File: src/rtl/irq_ctrl_regs.vh
// Register offsets, field layouts and reset values of the interrupt block
`ifndef IRQ_CTRL_REGS_VH
`define IRQ_CTRL_REGS_VH

`define ADDR_W 12
`define ENABLE_OFS 12'h000
`define SET_PEND_OFS 12'h004
`define CLR_PEND_OFS 12'h008
`define ACTIVE_OFS 12'h00C
`define TYPE_OFS 12'h010
`define GROUPING_OFS 12'h014
`define PRIO0_OFS 12'h018
`define PRIO1_OFS 12'h01C
`define PRIO2_OFS 12'h020
`define SW_TRIG_OFS 12'h024
`define STATUS_OFS 12'h028

`define PRIO_W 3
`define PRIO_FIELD_W 4
`define PRIO_PER_WORD 8
`define SUB_W 2
`define SUB_MAX 2'h3
`define ID_W 5
`define NO_GROUP 4'h8
`define GROUPING_RST 2'h0
`define STAT_VALID_BIT 8
`define STAT_PRIO_LSB 9
`define STAT_NMI_BIT 16

`endif

File: src/rtl/vectored_irq_pending_logic.v
// Pending, active and priority logic of the vectored interrupt controller
//
// The implementer's own choices: the APB interface to the registers and the register offsets.
`timescale 1ns/100ps
`include "irq_ctrl_regs.vh"

module vectored_irq_pending_logic
#(
	parameter NUM_IRQ = 22
)
(
	input wire core_clk,
	input wire rst_n,
	// APB register port
	input wire [`ADDR_W-1:0] paddr,
	input wire psel,
	input wire penable,
	input wire pwrite,
	input wire [31:0] pwdata,
	output reg [31:0] prdata,
	output wire pready,
	output wire pslverr,
	// Peripheral request lines and the non-maskable line
	input wire [NUM_IRQ-1:0] irq_in,
	input wire nmi_in,
	// Request towards the core
	output reg irq_req,
	output reg [`ID_W-1:0] irq_id,
	output reg [`PRIO_W-1:0] irq_prio,
	output reg nmi_req,
	// Handler entry and return from the core
	input wire entry,
	input wire [`ID_W-1:0] entry_id,
	input wire exit_ret,
	input wire [`ID_W-1:0] exit_id
);

	// Per-source state: enable, pending, active, type
	reg [NUM_IRQ-1:0] enable_q;
	reg [NUM_IRQ-1:0] enable_d;
	reg [NUM_IRQ-1:0] pend_q;
	reg [NUM_IRQ-1:0] pend_d;
	reg [NUM_IRQ-1:0] active_q;
	reg [NUM_IRQ-1:0] active_d;
	reg [NUM_IRQ-1:0] pulse_q;
	reg [NUM_IRQ-1:0] pulse_d;
	// Last sample of every request line, for edge detection
	reg [NUM_IRQ-1:0] line_q;

	// Priority configuration
	reg [`SUB_W-1:0] grouping_q;
	reg [`SUB_W-1:0] grouping_d;
	reg [`PRIO_W-1:0] prio_q [0:NUM_IRQ-1];
	reg [`PRIO_W-1:0] prio_d [0:NUM_IRQ-1];

	// Bus decode and read staging
	reg [31:0] rdata_d;
	reg addr_ok;

	// Arbitration results and scratch
	reg best_valid;
	reg [`ID_W-1:0] best_id;
	reg [`PRIO_W-1:0] best_prio;
	reg [3:0] run_group;
	reg [3:0] g;
	reg [NUM_IRQ-1:0] edge_in;
	// Loop indices, one per process so no two processes share one
	integer i;
	integer j;
	integer k;
	integer m;
	integer n;

	// Setup cycle stages read data; access phase commits writes.
	// pready is constant, so no wait state ever appears
	wire setup = psel & ~penable;
	wire wr_en = psel & penable & pwrite;
	// Address of the first priority word
	localparam [`ADDR_W-1:0] PRIO_BASE = `PRIO0_OFS;

	// Group part of a priority: drop the subpriority bits.
	// One bit wider so the idle marker fits above seven
	function [3:0] group_of;
		input [`PRIO_W-1:0] p;
		input [`SUB_W-1:0] sub;
		begin
			group_of = {1'b0, p >> sub};
		end
	endfunction

	// Priority word that holds the field of one source
	function prio_hit;
		input [`ADDR_W-1:0] a;
		input integer idx;
		integer q;
		begin
			q = idx / `PRIO_PER_WORD;
			prio_hit = (a[11:2] == PRIO_BASE[11:2] + q[9:0]);
		end
	endfunction

	// Bit offset of a source's field inside its word
	function integer field_lsb;
		input integer idx;
		begin
			field_lsb = (idx % `PRIO_PER_WORD) * `PRIO_FIELD_W;
		end
	endfunction

	// Every access completes in the access phase; reads were staged
	// in the setup phase so prdata comes straight from a flip-flop.
	// The price is that a read shows state as of its setup cycle,
	// one edge older than the access phase
	assign pready = 1'b1;
	assign pslverr = psel & penable & ~addr_ok;

	// Address decode for the error answer; unaligned or
	// out-of-range addresses answer with an error
	always @*
	begin
		case (paddr)
			`ENABLE_OFS, `SET_PEND_OFS, `CLR_PEND_OFS, `ACTIVE_OFS,
			`TYPE_OFS, `GROUPING_OFS, `PRIO0_OFS, `PRIO1_OFS,
			`PRIO2_OFS, `SW_TRIG_OFS, `STATUS_OFS:
				addr_ok = 1'b1;
			default:
				addr_ok = 1'b0;
		endcase
	end

	// Read mux, sampled at the setup cycle; pending reads the
	// same through the set and the clear offsets
	always @*
	begin
		rdata_d = 32'h00000000;
		case (paddr)
			`ENABLE_OFS:
				rdata_d[NUM_IRQ-1:0] = enable_q;
			`SET_PEND_OFS, `CLR_PEND_OFS:
				rdata_d[NUM_IRQ-1:0] = pend_q;
			`ACTIVE_OFS:
				rdata_d[NUM_IRQ-1:0] = active_q;
			`TYPE_OFS:
				rdata_d[NUM_IRQ-1:0] = pulse_q;
			`GROUPING_OFS:
				rdata_d[`SUB_W-1:0] = grouping_q;
			`STATUS_OFS:
			begin
				rdata_d[`ID_W-1:0] = irq_id;
				rdata_d[`STAT_VALID_BIT] = irq_req;
				rdata_d[`STAT_PRIO_LSB +: `PRIO_W] = irq_prio;
				rdata_d[`STAT_NMI_BIT] = nmi_req;
			end
			default:
			begin
				// Priority words; unused fields read zero
				for (i = 0; i < NUM_IRQ; i = i + 1)
					if (prio_hit(paddr, i))
						rdata_d[field_lsb(i) +: `PRIO_W] = prio_q[i];
			end
		endcase
	end

	// Configuration writes take effect at the access-phase edge;
	// an unmapped address matches none of these, except an unaligned one inside a priority word, which still writes that word
	always @*
	begin
		enable_d = enable_q;
		pulse_d = pulse_q;
		grouping_d = grouping_q;
		if (wr_en && paddr == `ENABLE_OFS)
			enable_d = pwdata[NUM_IRQ-1:0];
		// Type bit: one selects pulse detection, zero level
		if (wr_en && paddr == `TYPE_OFS)
			pulse_d = pwdata[NUM_IRQ-1:0];
		if (wr_en && paddr == `GROUPING_OFS)
			grouping_d = pwdata[`SUB_W-1:0];
		for (j = 0; j < NUM_IRQ; j = j + 1)
		begin
			prio_d[j] = prio_q[j];
			// live priority rewrite; the new value
			// is used from the next arbitration on
			if (wr_en && prio_hit(paddr, j))
				prio_d[j] = pwdata[field_lsb(j) +: `PRIO_W];
		end
	end

	// Per-source pending and active state. Later assignments win,
	// so the order below puts every pending set after every clear: a
	// pending event landing in the same cycle as a clear is never lost
	always @*
	begin
		pend_d = pend_q;
		active_d = active_q;
		edge_in = irq_in & ~line_q;
		for (k = 0; k < NUM_IRQ; k = k + 1)
		begin
			// clear-pending write; a level line still
			// high keeps its pending bit
			if (wr_en && paddr == `CLR_PEND_OFS && pwdata[k])
				if (pulse_q[k] || !irq_in[k])
					pend_d[k] = 1'b0;
			// handler entry; the core stacks its state
			if (entry && entry_id == k[`ID_W-1:0])
			begin
				pend_d[k] = 1'b0;
				active_d[k] = 1'b1;
			end
			// handler return; a pulse source keeps
			// whatever was latched while its handler ran
			if (exit_ret && exit_id == k[`ID_W-1:0])
			begin
				active_d[k] = 1'b0;
				if (!pulse_q[k])
					pend_d[k] = irq_in[k];
			end
			if (wr_en && paddr == `SET_PEND_OFS && pwdata[k])
				pend_d[k] = 1'b1;
			if (wr_en && paddr == `SW_TRIG_OFS &&
				pwdata[`ID_W-1:0] == k[`ID_W-1:0])
				pend_d[k] = 1'b1;
			// pulse rising edge latched, also while active
			if (pulse_q[k] && edge_in[k])
				pend_d[k] = 1'b1;
			if (!pulse_q[k] && irq_in[k] && !active_d[k])
				pend_d[k] = 1'b1;
		end
	end

	// Arbitration over enabled pending sources. A linear scan gives
	// a long compare chain; at this clock rate it was judged
	// cheaper than a tree of comparators
	always @*
	begin
		best_valid = 1'b0;
		best_id = {`ID_W{1'b0}};
		best_prio = {`PRIO_W{1'b1}};
		run_group = `NO_GROUP;
		g = 4'h0;
		for (m = 0; m < NUM_IRQ; m = m + 1)
		begin
			// strict less keeps lowest number on ties
			if (enable_q[m] && pend_q[m] &&
				(!best_valid || prio_q[m] < best_prio))
			begin
				best_valid = 1'b1;
				best_id = m[`ID_W-1:0];
				best_prio = prio_q[m];
			end
			// running level is the most urgent active group
			// an empty active set leaves the idle marker
			g = group_of(prio_q[m], grouping_q);
			if (active_q[m] && g < run_group)
				run_group = g;
		end
	end

	// State registers; reset leaves every source disabled, level
	// type, priority zero, neither pending nor active
	always @(posedge core_clk or negedge rst_n)
	begin
		if (!rst_n)
		begin
			enable_q <= {NUM_IRQ{1'b0}};
			pend_q <= {NUM_IRQ{1'b0}};
			active_q <= {NUM_IRQ{1'b0}};
			pulse_q <= {NUM_IRQ{1'b0}};
			line_q <= {NUM_IRQ{1'b0}}; // Idle level, no false edge
			grouping_q <= `GROUPING_RST;
			for (n = 0; n < NUM_IRQ; n = n + 1)
				prio_q[n] <= {`PRIO_W{1'b0}};
		end
		else
		begin
			enable_q <= enable_d;
			pend_q <= pend_d;
			active_q <= active_d;
			pulse_q <= pulse_d;
			line_q <= irq_in;
			grouping_q <= grouping_d;
			for (n = 0; n < NUM_IRQ; n = n + 1)
				prio_q[n] <= prio_d[n];
		end
	end

	// Core-facing outputs and staged read data
	always @(posedge core_clk or negedge rst_n)
	begin
		if (!rst_n)
		begin
			irq_req <= 1'b0;
			irq_id <= {`ID_W{1'b0}};
			irq_prio <= {`PRIO_W{1'b0}};
			nmi_req <= 1'b0;
			prdata <= 32'h00000000;
		end
		else
		begin
			// only a more urgent group may preempt; the
			// subpriority only orders sources waiting together
			irq_req <= best_valid &&
				group_of(best_prio, grouping_q) < run_group;
			irq_id <= best_id;
			irq_prio <= best_prio;
			nmi_req <= nmi_in;
			// Staged once per transfer; stands until next setup
			if (setup)
				prdata <= rdata_d;
		end
	end

endmodule

File: config.mk
export PLATFORM = sky130hd
export DESIGN_NAME = vectored_irq_pending_logic
export DESIGN_NICKNAME = d
export VERILOG_FILES = /design/src/rtl/vectored_irq_pending_logic.v
export VERILOG_INCLUDE_DIRS = /design/src /design/src/rtl
export SDC_FILE = /design/constraint.sdc
export NUM_CORES = 1
export LEC_CHECK = 0
export ABC_AREA = 0
export BUFFER_PORTS_ARGS = -buffer_cell sky130_fd_sc_hd__buf_4
export CAP_MARGIN = 10
export CORE_MARGIN = 10
export CORE_UTILIZATION = 55
export CTS_BUF_LIST = sky130_fd_sc_hd__clkbuf_8 sky130_fd_sc_hd__clkbuf_16
export CTS_CLUSTER_DIAMETER = 80
export DETAILED_ROUTE_END_ITERATION = 16
export HOLD_SLACK_MARGIN = 0.03
export PLACE_DENSITY = 0.75
export SYNTH_ARGS = -nofsm -noshare
export SYNTH_HDL_FRONTEND = slang
export SYNTH_SLANG_ARGS = --single-unit
File: constraint.sdc
create_clock -name core_clk -period 38.1 [get_ports core_clk]
set_clock_uncertainty 0.1 [all_clocks]
set_input_delay 7.62 -clock core_clk [delete_from_list [all_inputs] [get_ports core_clk]]
set_output_delay 7.62 -clock core_clk [all_outputs]
set_load 0.05 [all_outputs]
==> Word level (Yosys, flattened, before mapping) <==
Index checks and enable logic that the tools add are counted.
{ "totals": {"inputBits": 84, "reg_bits": 217, "word_cells": 940} }
{ "op_classes": {"shift": 23, "n_mux": 369, "magnitude_cmp": 43, "eq_ne": 76, "bitwise_logic": 8, "reduce_logical": 388} }
{ "ops": {"columns": ["cell", "count"], "rows": [
  ["$mux 1", 267],
  ["$logic_and 1x1->1", 250],
  ["$mux 3", 46],
  ["$eq 5x4->1 const B", 24],
  ["$mux 5", 20],
  ["$eq 5x5->1 const B", 18],
  ["$lt 3x4->1", 22],
  ["$mux 4", 22],
  ["$logic_not 1->1", 87],
  ["$shr 3x2->3", 23],
  ["$lt 3x3->1", 21],
  ["$eq 5x3->1 const B", 12],
  ["$eq 12x5->1 const B", 4],
  ["$logic_or 1x1->1", 43],
  ["$eq 12x6->1 const B", 3],
  ["$eq 5x2->1 const B", 6],
  ["$pmux 2 s5", 3],
  ["$eq 12x4->1 const B", 2],
  ["$and 22x22->22", 1],
  ["$not 22->22", 1],
  ["$eq 10x3->1 const B", 2],
  ["$pmux 1 s6", 3],
  ["$pmux 3 s6", 1],
  ["$eq 5x1->1 const B", 3],
  ["other kinds (13)", 23]
]} }

==> Logic depth before layout (Yosys ltp) <==
{ "depth": {"depth_word": 89, "depth_mapped": 155} }

==> Worst setup path after synthesis <==
Ideal clock, no wire load.
{ "synth_path": {"kind": "register -> register", "start": "register grouping_q[0]", "end": "register irq_req", "synth_period_minus_slack_ns": 25.369, "slack_ns": 12.731, "path_stages_with_launch": 140, "n_path_buf": 3, "setup_ns": 0.065, "t_required_ns": 37.935, "arrival_ns": 25.203, "cell_sequence": "dfrtp_1 -> buf_1 -> buf_1 -> clkbuf_1 -> mux2i_1 -> nor3_1 -> inv_1 -> ha_1 -> o31a_1 -> o21a_1 -> o21ai_0 -> nand2_1 -> mux2i_1 -> ha_1 -> o21a_1 -> o21a_1 -> o22ai_1 -> nand2_1 -> (+104 left out) -> a21oi_1 -> o21ai_0 -> a31oi_1 -> a21oi_1 -> mux2i_1 -> ha_1 -> o21a_1 -> o22ai_1 -> nand2_1 -> o41ai_1 -> nand2_1 -> o21a_1 -> ha_1 -> o31a_1 -> a2111oi_0 -> nand2_1 -> a21oi_1 -> a31o_1"} }
{ "synth_via": {"elab_chain_cells": 67} }
{ "synth_lines": {"columns": ["element", "line_no", "text"], "rows": [
  ["from (decl)", "vectored_irq_pending_logic.v:51", "reg [`SUB_W-1:0] grouping_q;"],
  ["from (signal assigned)", "vectored_irq_pending_logic.v:269", "grouping_q <= `GROUPING_RST;"],
  ["from (signal assigned)", "vectored_irq_pending_logic.v:280", "grouping_q <= grouping_d;"],
  ["$shr 3x2->3", "vectored_irq_pending_logic.v:87", "group_of = {1'b0, p >> sub};"],
  ["$mux 4", "vectored_irq_pending_logic.v:253", "if (active_q[m] && g < run_group)"],
  ["$lt 3x4->1", "vectored_irq_pending_logic.v:253", null],
  ["$logic_and 1x1->1", "vectored_irq_pending_logic.v:253", null],
  ["$mux 4", "vectored_irq_pending_logic.v:253", null],
  ["$lt 3x4->1", "vectored_irq_pending_logic.v:253", null],
  ["$logic_and 1x1->1", "vectored_irq_pending_logic.v:253", null],
  ["$mux 4", "vectored_irq_pending_logic.v:253", null],
  ["(+51 left out)", null, null],
  ["$lt 3x4->1", "vectored_irq_pending_logic.v:253", null],
  ["$logic_and 1x1->1", "vectored_irq_pending_logic.v:253", null],
  ["$mux 4", "vectored_irq_pending_logic.v:253", null],
  ["$lt 3x4->1", "vectored_irq_pending_logic.v:253", null],
  ["$logic_and 1x1->1", "vectored_irq_pending_logic.v:253", null],
  ["$mux 4", "vectored_irq_pending_logic.v:253", null],
  ["$lt 3x4->1 (*)", "vectored_irq_pending_logic.v:302", "group_of(best_prio, grouping_q) < run_group;"],
  ["$logic_and 1x1->1 (*)", "vectored_irq_pending_logic.v:301", "irq_req <= best_valid &&"],
  ["to (signal assigned)", "vectored_irq_pending_logic.v:301", null],
  ["to (decl)", "vectored_irq_pending_logic.v:27", "output reg irq_req,"]
]} }
Every way passes the cells marked *; elsewhere a longest branch is shown, timed or not.
A chain may end at the register's enable or synchronous reset.

==> Worst setup path after layout <==
{ "layout_path": {"start": "register prio_q[64] in the netlist's numbering", "end": "register irq_req"} }
{ "layout_via": {"elab_chain_cells": 88} }
{ "layout_lines": {"columns": ["element", "line_no", "text"], "rows": [
  ["from (decl)", "vectored_irq_pending_logic.v:53", "reg [`PRIO_W-1:0] prio_q [0:NUM_IRQ-1];"],
  ["from (signal, indexed assignment)", "vectored_irq_pending_logic.v:271", "prio_q[n] <= {`PRIO_W{1'b0}};"],
  ["from (signal, indexed assignment)", "vectored_irq_pending_logic.v:282", "prio_q[n] <= prio_d[n];"],
  ["$mux 3 (*)", "vectored_irq_pending_logic.v:243", "if (enable_q[m] && pend_q[m] &&"],
  ["$lt 3x3->1", "vectored_irq_pending_logic.v:244", "(!best_valid || prio_q[m] < best_prio))"],
  ["$logic_or 1x1->1", "vectored_irq_pending_logic.v:244", null],
  ["$logic_and 1x1->1", "vectored_irq_pending_logic.v:243", null],
  ["$mux 3 / $mux 1 (equally long branches)", "vectored_irq_pending_logic.v:243", null],
  ["$lt 3x3->1 / $logic_not 1->1 (equally long branches)", "vectored_irq_pending_logic.v:244", null],
  ["$logic_or 1x1->1", "vectored_irq_pending_logic.v:244", null],
  ["$logic_and 1x1->1", "vectored_irq_pending_logic.v:243", null],
  ["(+73 left out)", null, null],
  ["$lt 3x3->1 / $logic_not 1->1 (equally long branches)", "vectored_irq_pending_logic.v:244", null],
  ["$logic_or 1x1->1", "vectored_irq_pending_logic.v:244", null],
  ["$logic_and 1x1->1", "vectored_irq_pending_logic.v:243", null],
  ["$mux 3 (*)", "vectored_irq_pending_logic.v:243", null],
  ["named net best_prio[2]", "vectored_irq_pending_logic.v:63", "reg [`PRIO_W-1:0] best_prio;"],
  ["$shr 3x2->3 (*)", "vectored_irq_pending_logic.v:87", null],
  ["$lt 3x4->1 (*)", "vectored_irq_pending_logic.v:302", null],
  ["$logic_and 1x1->1 (*)", "vectored_irq_pending_logic.v:301", null]
]} }
The timed path passes the listed nets; every way through them passes the cells marked *.

==> summary.txt <==
run status - complete, no violations
clock sink count - 217
R2R depth - 138
antenna viol nets, final - 0
PD cells - 40.2 mW/mm^2
Pwr Total - 786 uW
Port Buf Inserts - 120
synth warn - 0
IO Pins - 128
Max IR drop VDD - 0.0000428 V
Root Buffer - clkbuf_16
Initial Utilization - 0.557
CTS H-tree lvls - 1
synthesized area - 0.0176 mm^2
critical path arrival - 29.71 ns
xor and xnor area share after synthesis - 0
number of global-route vias before repair - 16,100
LEAKAGE - 9.10 nW
clock latency on the worst-skew pair - 0.57 ns
register area share after synthesis - 0.309
first-pass GRT wire length - 95,000 um
area share of and/or/nand/nor cells after synthesis - 0.201
CP Launch Type - flip-flop
WP data required - 38.49 ns
gr usage total - 0.310
Max clock buf depth - 3
CP Class - reg2reg
Total Wirelength - 63,200 um
Initial DRC Count - 2,024
buffer and inverter count on the worst path - 16
chip height - 199 um
Num CTS Buffers - 27
Setup TNS Final - 0 ns
most frequent CP cell - ha_1
top_reg_cell synth - dfrtp_1
setup violators final - 0
HPWL Detailed - 47,900 um
Worst Hold Slack - 0.378 ns
cells after synthesis - 2,057
RSZ-0062 raised after global routing - no
CTS tree - yes
post-layout net count - 2,282
mux contribution to synthesized area - 0.151
die area - 0.0395 mm^2
largest net degree at the start of global routing - 96
total number of vias - 17,100
crit end category - flip-flop
post-layout util - 0.620
CP top delay family - compound AO/OA/AOI/OAI gates
CTS-repair resized insts - 0
min cycle time layout - 29.32 ns
final worst-path cycle share - 0.770
row cnt - 65
area grow syn2layout - 11.2%
CORE AREA - 0.0316 mm^2
most common cell after layout, fill and taps aside - nand2_1
die width - 199 um
Max Slew Vio Count - 0
Final Hold Vio Count - 0
fraction of the mapped netlist area in adder cells - 0.0502
worst-path fanout max - 9
initial antenna violation count - 0
synthesized area per cell - 8.55 um^2
FFs w/ async S/R, synth - 1.00
Max Fclk - 34.1 MHz
synth unique cells - 114
Post-synth EDFFs - 0
CP max stage delay - 0.68 ns
Synth Area in Compound Gates - 0.242
Cells on Worst Hold Path - 2
Hold Path Class - reg2reg
Setup Buffers After CTS - 0
most frequent cells in the layout - 276 x nand2_1, 215 x dfrtp_1, 150 x nor2_1
Stages on worst setup path - 138
antenna cells - 0
Initial DRT Pass Iterations - 6
DRC - 0
actual slew at the worst max-slew pin - 1.23 ns
post-DR wirelength/cell - 24.8 um
relative slew slack - 0.170
Vias/cell - 6.69
max cap viols - 0
Slowest-stage cell, CP - a2111oi_0
share of cells above drive strength 1 - 0.167
largest family of logic cells by synthesized area - compound AO/OA/AOI/OAI gates
hold_buf cts - 0
register clock-pin slew on the reported worst setup and hold paths - 0.06 ns
grt ovf - 0
Placer Congestion - 0.989
FF+latch count, synth - 217
[metal layers]
layer	global-route usage	up-vias	routed length, um
met4	0.121	0	2520
met5	0.00660	-	0
met2	0.458	967	27100
li1	-	7747	-
met1	0.429	8211	26600
met3	0.0720	153	7020
[logic make-up after synthesis]
logic type | count (synthesis)
other | 2
AO/OA/AOI/OAI | 600
buffers and inverters | 191
AND/OR/NAND/NOR | 727
flip-flops | 217
multiplexers | 248
adder cells (fa/ha/maj) | 72
[per-stage QoR]
stage          cells  cell area, um^2  setup WS [ns]
3_3_place_gp    2505            18700           9.84
6_report        2551            19500           8.78
5_1_grt         2551            19500           6.38
4_1_cts         2550            19500           9.26
3_5_place_dp    2505            18700           9.38
2_1_floorplan   2059            17600          12.73
[layout make-up]
cell class	count	area, um^2
fill	2781	12000
timing repair buffer	135	1020
multi-input combinational	1651	11400
sequential	217	5440
inverter	101	379
clock buffer	28	689
clock inverter	17	161
tap	402	503
[state kept, by name, indices dropped and copies added, names as in the netlist]
| register | flops |
|---|---|
| pulse_q | 22 |
| prio_q | 66 |
| enable_q | 22 |
| irq_req | 1 |
| pend_q | 22 |
| nmi_req | 1 |
| line_q | 22 |
| grouping_q | 2 |
| irq_prio | 3 |
| irq_id | 5 |
| prdata | 29 |
| active_q | 22 |
[synth_stat cells, types with 11 or more instances]
cell type	number	area (um^2)
dfrtp_1	217	5430
buf_4	11	82.6
mux2i_1	121	1210
and2_1	30	188
a32oi_1	19	166
nand3_1	58	290
inv_1	101	379
o2111ai_1	21	184
o31ai_1	13	97.6
nand3b_1	23	173
ha_1	65	813
o21ai_0	130	651
a21o_1	26	195
o22ai_1	28	175
a211oi_1	21	158
nand2_1	276	1040
nand2b_1	35	219
mux2_2	123	1390
a221oi_1	25	219
nor2_1	150	563
a21boi_0	21	158
a31oi_1	20	125
clkbuf_1	60	225
nor3_1	29	145
and3_1	19	119
o21a_1	26	195
o211ai_1	25	188
a21oi_1	113	566
or2_2	12	75.1
nor2b_1	36	225
[where the power goes]
| part | switching, mW | internal, mW |
|---|---|---|
| clock | 0.108 | 0.145 |
| combinational | 0.158 | 0.120 |
| sequential | 0.0154 | 0.239 |
| total | 0.281 | 0.505 |
[path summary, 6_finish.rpt]
kind                                        startpoint  slack (ns)                     end
worst max register to register  prio_q[64]$_DFFE_PN0P_        8.78       irq_req$_DFF_PN0_
min in group asynchronous                        rst_n        6.98  prdata[19]$_DFFE_PN0P_
worst min-delay path            prdata[28]$_DFFE_PN0P_        0.38  prdata[28]$_DFFE_PN0P_
worst min register to register  prdata[28]$_DFFE_PN0P_        0.38  prdata[28]$_DFFE_PN0P_
worst max-delay path            prio_q[64]$_DFFE_PN0P_        8.78       irq_req$_DFF_PN0_
max in group asynchronous                        rst_n       29.47  prio_q[35]$_DFFE_PN0P_
[worst register-to-register path, delay by kind of cell, from the launching register on]
| kind | cells | cell delay [ns] |
|---|---|---|
| buffers and inverters | 16 | 1.11 |
| AO/OA/AOI/OAI | 57 | 14.07 |
| multiplexers | 8 | 2.15 |
| adder cells (fa/ha/maj) | 19 | 4.63 |
| flip-flops | 1 | 0.56 |
| AND/OR/NAND/NOR | 38 | 6.70 |
(Power assumes the default switching activity.)
